## src/common/rcw_pkg.sv

```systemverilog
// constants and types of the radio control word and dc extractor
package rcw_pkg;

    // ------------------------------------------------------------
    // control word layout
    // ------------------------------------------------------------
    localparam int WORD_W = 32;
    localparam int CFG_W = 14;
    localparam int CHAN_W = 8;
    localparam int REF_HI = 13;
    localparam int REF_LO = 12;
    localparam logic [31:0] CTRL_RST = 32'h0546_0000;
    localparam logic [11:0] MAIN_BASE = 12'h900;

    // reference divider ratios per select code
    localparam logic [4:0] REF_DIV_00 = 5'h0C;
    localparam logic [4:0] REF_DIV_01 = 5'h10;
    localparam logic [4:0] REF_DIV_10 = 5'h0D;
    localparam logic [4:0] REF_DIV_11 = 5'h1A;

    // ------------------------------------------------------------
    // extractor timing
    // ------------------------------------------------------------
    localparam int CLK_MHZ = 200;
    localparam int BIT_TIME_NS = 1000;
    localparam int BIT_CYC = (BIT_TIME_NS * CLK_MHZ) / 1000;
    localparam logic [7:0] BIT_LAST = 8'(BIT_CYC - 1);
    localparam int FINE_SHIFT = 2;
    localparam int HOLD_SHIFT = 6;
    localparam logic [7:0] EST_RST = 8'h80;

    typedef enum logic [1:0] {
        PH_COARSE = 2'b00,
        PH_FINE = 2'b01,
        PH_HOLD = 2'b10
    } rcw_phase_t;

    typedef struct packed {
        logic clk;
        logic data;
        logic en_n;
    } rcw_link_t;

    typedef struct packed {
        logic [1:0] refdiv_sel;
        logic [1:0] tx_level;
        logic pll_hold;
        logic rx_sel;
        logic [7:0] chan;
    } rcw_cfg_t;

    localparam rcw_link_t LINK_RST = '{clk: 1'b0, data: 1'b0, en_n: 1'b1};

endpackage

```

## src/rcw_radio_ctrl.sv

```systemverilog
// serial control word register, synthesizer decode and dc extractor
module rcw_radio_ctrl (
    input wire logic sys_clk,
    input wire logic rst,
    input wire logic ser_clk,
    input wire logic ser_data,
    input wire logic ser_en_n,
    input wire logic offset_phase_ctrl,
    input wire logic [7:0] rx_sample,
    output logic [11:0] main_div_ratio,
    output logic [4:0] ref_div_ratio,
    output logic [1:0] tx_level,
    output logic rx_mode,
    output logic tx_mode,
    output logic pll_hold,
    output logic pll_on,
    output logic word_loaded,
    output logic [31:0] ctrl_word,
    output rcw_pkg::rcw_phase_t dc_phase,
    output logic [7:0] slicer_ref,
    output logic rx_data
);

    // ------------------------------------------------------------
    // helpers
    // ------------------------------------------------------------
    function automatic logic [4:0] ref_ratio(input logic [1:0] sel);
        logic [4:0] r;
        unique case (sel)
            2'b00: r = rcw_pkg::REF_DIV_00;
            2'b01: r = rcw_pkg::REF_DIV_01;
            2'b10: r = rcw_pkg::REF_DIV_10;
            2'b11: r = rcw_pkg::REF_DIV_11;
        endcase
        return r;
    endfunction

    function automatic logic [7:0] mid(input logic [7:0] a, input logic [7:0] b);
        logic [8:0] s;
        s = {1'b0, a} + {1'b0, b};
        return s[8:1];
    endfunction

    // first-order step toward the sample; shift sets the tracking speed
    function automatic logic [7:0] step(input logic [7:0] est, input logic [7:0] s,
                                        input int sh);
        logic signed [9:0] d;
        logic signed [9:0] r;
        d = signed'({2'b00, s}) - signed'({2'b00, est});
        r = signed'({2'b00, est}) + (d >>> sh);
        return r[7:0];
    endfunction

    // ------------------------------------------------------------
    // pin synchronisers
    // ------------------------------------------------------------
    rcw_pkg::rcw_link_t link_s1;
    rcw_pkg::rcw_link_t link_s2;
    rcw_pkg::rcw_link_t link_s3;
    logic tl_s1;
    logic tl_s2;
    logic tl_s3;

    always_ff @(posedge sys_clk)
    begin
        if (rst)
        begin
            link_s1 <= rcw_pkg::LINK_RST;
            link_s2 <= rcw_pkg::LINK_RST;
            link_s3 <= rcw_pkg::LINK_RST;
            tl_s1 <= 1'b0;
            tl_s2 <= 1'b0;
            tl_s3 <= 1'b0;
        end
        else
        begin
            link_s1 <= '{clk: ser_clk, data: ser_data, en_n: ser_en_n};
            link_s2 <= link_s1;
            link_s3 <= link_s2;
            tl_s1 <= offset_phase_ctrl;
            tl_s2 <= tl_s1;
            tl_s3 <= tl_s2;
        end
    end

    logic sclk_rise;
    logic en_rise;
    logic tl_rise;
    logic tl_fall;
    assign sclk_rise = link_s2.clk & ~link_s3.clk;
    assign en_rise = link_s2.en_n & ~link_s3.en_n;
    assign tl_rise = tl_s2 & ~tl_s3;
    assign tl_fall = ~tl_s2 & tl_s3;

    // ------------------------------------------------------------
    // serial shift register and control word
    // ------------------------------------------------------------
    logic [31:0] shift_reg;

    always_ff @(posedge sys_clk)
    begin
        if (rst)
            shift_reg <= 32'h0000_0000;
        else if (sclk_rise && !link_s2.en_n)
            shift_reg <= {shift_reg[30:0], link_s2.data};
    end

    always_ff @(posedge sys_clk)
    begin
        if (rst)
        begin
            ctrl_word <= rcw_pkg::CTRL_RST;
            word_loaded <= 1'b0;
        end
        else
        begin
            word_loaded <= en_rise;
            if (en_rise)
                ctrl_word <= shift_reg;
        end
    end

    load_word_a: assert property (@(posedge sys_clk) disable iff (rst)
        en_rise |=> (ctrl_word == $past(shift_reg)) && word_loaded)
        else $error("control word not loaded on enable rise");

    shift_msb_a: assert property (@(posedge sys_clk) disable iff (rst)
        (sclk_rise && !link_s2.en_n) |=>
            shift_reg == {$past(shift_reg[30:0]), $past(link_s2.data)})
        else $error("serial bit not shifted in at lsb");

    no_shift_a: assert property (@(posedge sys_clk) disable iff (rst)
        link_s2.en_n |=> $stable(shift_reg))
        else $error("shift register moved while enable high");

    // ------------------------------------------------------------
    // synthesizer and mode decode
    // ------------------------------------------------------------
    rcw_pkg::rcw_cfg_t cfg;
    assign cfg = ctrl_word[rcw_pkg::CFG_W-1:0];

    always_ff @(posedge sys_clk)
    begin
        if (rst)
        begin
            main_div_ratio <= rcw_pkg::MAIN_BASE;
            ref_div_ratio <= ref_ratio(rcw_pkg::CTRL_RST[rcw_pkg::REF_HI:rcw_pkg::REF_LO]);
            tx_level <= 2'h0;
            rx_mode <= 1'b0;
            tx_mode <= 1'b1;
            pll_hold <= 1'b0;
        end
        else
        begin
            main_div_ratio <= rcw_pkg::MAIN_BASE + {4'h0, cfg.chan};
            ref_div_ratio <= ref_ratio(cfg.refdiv_sel);
            tx_level <= cfg.tx_level;
            rx_mode <= cfg.rx_sel;
            tx_mode <= ~cfg.rx_sel;
            pll_hold <= cfg.pll_hold;
        end
    end

    // loop closes on each load, opens at demodulation start in rx mode unless held
    always_ff @(posedge sys_clk)
    begin
        if (rst)
            pll_on <= 1'b1;
        else if (word_loaded)
            pll_on <= 1'b1;
        else if (tl_rise && rx_mode && !pll_hold)
            pll_on <= 1'b0;
    end

    main_div_a: assert property (@(posedge sys_clk) disable iff (rst)
        ##1 main_div_ratio == rcw_pkg::MAIN_BASE + {4'h0, $past(ctrl_word[7:0])})
        else $error("main divider not base plus channel");

    ref_div_a: assert property (@(posedge sys_clk) disable iff (rst)
        ##1 ref_div_ratio == ref_ratio($past(ctrl_word[13:12])))
        else $error("reference divider decode wrong");

    mode_sel_a: assert property (@(posedge sys_clk) disable iff (rst)
        ##1 (rx_mode == $past(ctrl_word[8])) && (tx_mode == !rx_mode))
        else $error("rx or tx mode does not follow bit 8");

    tx_level_a: assert property (@(posedge sys_clk) disable iff (rst)
        ##1 tx_level == $past(ctrl_word[11:10]))
        else $error("power level does not follow bits 11..10");

    pll_hold_a: assert property (@(posedge sys_clk) disable iff (rst)
        (pll_on && pll_hold) |=> pll_on)
        else $error("loop opened while hold bit set");

    // ------------------------------------------------------------
    // dc extractor
    // ------------------------------------------------------------
    logic [7:0] bit_cnt;
    logic bit_tick;
    logic [7:0] min_v;
    logic [7:0] max_v;

    always_ff @(posedge sys_clk)
    begin
        if (rst || bit_tick)
            bit_cnt <= 8'h00;
        else
            bit_cnt <= bit_cnt + 8'h01;
    end
    assign bit_tick = (bit_cnt == rcw_pkg::BIT_LAST);

    always_ff @(posedge sys_clk)
    begin
        if (rst || word_loaded)
            dc_phase <= rcw_pkg::PH_COARSE;
        else
        begin
            unique case (dc_phase)
                rcw_pkg::PH_COARSE:
                    if (tl_rise)
                        dc_phase <= rcw_pkg::PH_FINE;
                rcw_pkg::PH_FINE:
                    if (tl_fall)
                        dc_phase <= rcw_pkg::PH_HOLD;
                rcw_pkg::PH_HOLD:
                    if (tl_rise)
                        dc_phase <= rcw_pkg::PH_FINE;
                default:
                    dc_phase <= rcw_pkg::PH_COARSE;
            endcase
        end
    end

    // fast min/max tracker for the coarse phase
    always_ff @(posedge sys_clk)
    begin
        if (rst || word_loaded)
        begin
            min_v <= 8'hFF;
            max_v <= 8'h00;
        end
        else if (dc_phase == rcw_pkg::PH_COARSE)
        begin
            if (rx_sample < min_v)
                min_v <= rx_sample;
            if (rx_sample > max_v)
                max_v <= rx_sample;
        end
    end

    always_ff @(posedge sys_clk)
    begin
        if (rst)
            slicer_ref <= rcw_pkg::EST_RST;
        else
        begin
            unique case (dc_phase)
                rcw_pkg::PH_COARSE:
                    if (min_v <= max_v)
                        slicer_ref <= mid(min_v, max_v);
                rcw_pkg::PH_FINE:
                    if (bit_tick)
                        slicer_ref <= step(slicer_ref, rx_sample, rcw_pkg::FINE_SHIFT);
                rcw_pkg::PH_HOLD:
                    if (bit_tick)
                        slicer_ref <= step(slicer_ref, rx_sample, rcw_pkg::HOLD_SHIFT);
                default:
                    slicer_ref <= slicer_ref;
            endcase
        end
    end

    always_ff @(posedge sys_clk)
    begin
        if (rst)
            rx_data <= 1'b0;
        else
            rx_data <= (rx_sample >= slicer_ref);
    end

    fine_load_a: assert property (@(posedge sys_clk) disable iff (rst)
        (dc_phase == rcw_pkg::PH_COARSE && tl_rise && !word_loaded && min_v <= max_v)
        |=> (dc_phase == rcw_pkg::PH_FINE) && (slicer_ref == mid($past(min_v), $past(max_v))))
        else $error("min/max estimate not loaded on timing rise");

    hold_enter_a: assert property (@(posedge sys_clk) disable iff (rst)
        (dc_phase == rcw_pkg::PH_FINE && tl_fall && !word_loaded)
        |=> dc_phase == rcw_pkg::PH_HOLD)
        else $error("hold phase not entered on timing fall");

    hold_slow_a: assert property (@(posedge sys_clk) disable iff (rst)
        (dc_phase == rcw_pkg::PH_HOLD && !bit_tick) |=> $stable(slicer_ref))
        else $error("held estimate moved between bit ticks");

    slicer_out_a: assert property (@(posedge sys_clk) disable iff (rst)
        ##1 rx_data == ($past(rx_sample) >= $past(slicer_ref)))
        else $error("slicer output wrong");

endmodule

```

## config.mk

```make
export PLATFORM = sky130hd
export DESIGN_NAME = rcw_radio_ctrl
export DESIGN_NICKNAME = d
export VERILOG_FILES = /design/src/common/rcw_pkg.sv /design/src/rcw_radio_ctrl.sv
export SDC_FILE = /design/constraint.sdc
export NUM_CORES = 1
export LEC_CHECK = 0
export BUFFER_PORTS_ARGS = -buffer_cell sky130_fd_sc_hd__buf_2
export CAP_MARGIN = 20
export CORE_MARGIN = 3
export CORE_UTILIZATION = 58
export DETAILED_ROUTE_END_ITERATION = 6
export GPL_TIMING_DRIVEN = 1
export PLACE_DENSITY = 0.8
export SYNTH_ARGS = -nofsm -noshare
export SYNTH_HDL_FRONTEND = slang
export SYNTH_SLANG_ARGS = --single-unit
export TNS_END_PERCENT = 20
```

## constraint.sdc

```tcl
create_clock -name sys_clk -period 4.7 [get_ports sys_clk]
set_clock_uncertainty 0.1 [all_clocks]
set_input_delay 0.94 -clock sys_clk [delete_from_list [all_inputs] [get_ports sys_clk]]
set_output_delay 0.94 -clock sys_clk [all_outputs]
set_load 0.03 [all_outputs]
```

==> flow_summary_export.csv <==
group,metric,value,unit
run_status,status,"complete, no violations",
worst_hold_path,hold_path.class,"reg2reg",
synthesis,synth_area_leaders,"dfxtp_1, ha_1, nand2_1",
clocking,path_clk_slew,0.06,ns
synthesis,synth-edff-count,0,
placed_design,dpl_cell_area,6560,sq um
finish,antenna_cells,0,
global_route,grt_use_total,26.2,%
synthesis,synth_area,6130,sq um
global_route,grt_pass1_wl,24400,um
placed_design,port_buffers,76,
power_and_ir_drop,swShare,33.7,%
sta,hold_viol,0,
sta,final.setup.tns,0,ns
routing,drt-wirelength-per-cell,15.8,um
synthesis,synthTopCellsByCount,"nand2_1, dfxtp_1, a21oi_1",
setup_path,cp.required,5.04,ns
synthesis,ys_ff_latch,130,
placed_design,dpl.hpwl,10100,um
global_route,grt_pass1_vias,5323,
synthesis,synth_top_area_share,42.4,%
sta,worst_slew_pin_slew,1.01,ns
synthesis,synth_cells,721,
synthesis,yosysSeqAreaShare,42.4,%
synthesis,yosys.area.top_type,"dfxtp_1",
sta,setup_viol,0,
routing,via_per_inst,5.73,
floorplanning,rows,36,
sta,fin_crit_sh,88.0,%
clocking,cts_setup_buffers,0,
synthesis,avgSynthCellArea,8.51,sq um
setup_path,path_class,"in2reg",
clocking,h-tree-depth,4,
routing,drt-initial-drc-count,418,
finish,nNetsFinal,855,
clocking,clk_latency,0.53,ns
power_and_ir_drop,comb_power_share,27.7,%
sta,drv_slew,0,
routing,vias,5347,
synthesis,yosysWarnings,0,
global_route,overflow,0,
synthesis,synth.most_common_cell,"nand2_1",
sta,slew-limit-headroom,32.7,%
sta,grt_setup_unrepaired,"false",
clocking,cts_hold_buffers,0,
clocking,clock_path_buffers,2,
finish,area_growth,17.1,%
synthesis,synthDistinctLibCells,55,
global_route,grt_antenna_before_repair,0,
job,maxCapViolCount,0,
synthesis,synth_ff_type,"dfxtp_1",
power_and_ir_drop,p_switching,1170,uW
setup_path,endpoint_kind,"flop",
routing,drtAntennaViolNets,0,
power_and_ir_drop,p_int,2300,uW
power_and_ir_drop,power_density,483,nW/um^2
power_and_ir_drop,p_seq_share,35.0,%
routing,firstDrtPassIters,5,
synthesis,synthArstFlopShare,0,%
placed_design,gp_congestion,0.958,
routing,wirelength,14700,um
floorplanning,die_area,11800,sq um
floorplanning,start_util,61.1,%
floorplanning,chipHeight,109,um
global_route,grt_max_degree,58,
floorplanning,io-pin-count,81,
routing,drc,0,
clocking,cts_tree,"yes",
clocking,cts_buffers,17,
sta,min_period,4.14,ns
floorplanning,die_x,109,um
floorplanning,core_area,10000,sq um
setup_path,cp.arrival,4.48,ns
finish,drive_gt1_share,15.1,%
setup_path,start_kind,"input pin",
setup_path,reg2reg_slack,0.56,ns
power_and_ir_drop,clkPwrFrac,37.3,%
finish,fillers,746,
clocking,cts_resized,0,
sta,fmax,0.242,GHz
finish,final_area,7180,sq um
setup_path,critical_path_peak_fanout,8,
power_and_ir_drop,leakage,0.00308,uW
power_and_ir_drop,peakVddDrop,0.344,mV
clocking,clock-sinks,130,
clocking,cts-root-buf,"clkbuf_8",
## worst paths after layout
path                                     from            end  cells after the start
worst max-delay path             rx_sample[1]  slicer_ref[6]                     16
worst min-delay path               link_s1[0]     link_s2[0]                      1
worst max register to register  slicer_ref[1]  slicer_ref[6]                     16
worst min register to register     link_s1[0]     link_s2[0]                      1
## layer usage
layer,GRT usage [%],up-vias,routed length (um)
met3,7.16,42,984
met4,12.0,0,341
met1,31.6,2501,6290
met5,0,-,0
li1,-,2601,-
met2,43.6,203,7110
## cell families (layout without fill, tap and decap cells)
| kind of cell | Yosys count | after routing | synth area share, % |
|---|---|---|---|
| adder cells (fa/ha/maj) | 54 | 54 | 11.3 |
| XOR/XNOR | 13 | 13 | 1.86 |
| AND/OR/NAND/NOR | 270 | 270 | 20.1 |
| buffers and inverters | 76 | 153 | 5.02 |
| AO/OA/AOI/OAI | 164 | 164 | 17.2 |
| multiplexers | 12 | 12 | 2.00 |
| other | 2 | 4 | 0.122 |
| flip-flops | 130 | 130 | 42.4 |
## cell usage in the layout (no fill, tap or decap), drive strengths merged, types with 9 or more instances in the layout
cell type	synthesis	final
nand2	140	140
dfxtp	130	130
buf	5	82
a21oi	69	69
ha	52	52
inv	39	45
nor2	36	36
nor2b	28	28
nand3	20	20
o211ai	18	18
clkbuf	32	17
o21ai	16	16
o22a	14	14
nor3	11	11
mux2i	10	10
a211oi	9	9
nand2b	9	9
## power by group through the flow
stage	sequential [uW]	combinational, uW	clock (uW)
after floorplan	1280	663	0
after global placement	1230	892	0
after detailed placement	1240	926	0
after CTS	1210	941	1310
after global routing	1220	1060	1370
final	1210	959	1290
## metrics by stage
stage                     std cells  setup slack [ns]  hold WS [ns]  utilization [%]  power (uW)
after floorplan                 723             0.672         0.289                -        1950
after global placement          899             0.325         0.295             65.3        2130
after detailed placement        899             0.191         0.310             65.3        2160
after CTS                       931             0.736         0.328             71.1        3460
after global routing            933             0.383         0.343             71.5        3640
final                           933             0.563         0.327             71.5        3470
## worst max-delay path: stages
cell      delay [ns]
buf_2           0.14
ha_1            0.30
nor2b_1         0.15
o31a_1          0.28
o21ai_0         0.29
a21boi_1        0.25
nor3_1          0.33
o31ai_1         0.11
ha_1            0.24
fa_1            0.45
a211oi_1        0.26
o21bai_1        0.11
a21oi_1         0.18
xnor2_1         0.13
nand2_1         0.07
a311oi_1        0.26
## cell type report
cell class                      instances  area (sq um)  share of cell area, %
Sequential cell                       130          2600                   36.2
Clock inverter                         15           171                   2.39
Timing Repair Buffer                   82           453                   6.30
Inverter                               39           146                   2.04
Clock buffer                           17           414                   5.76
Tap cell                              133           166                   2.32
Multi-Input combinational cell        517          3230                   45.0
(Power assumes the default switching activity.)
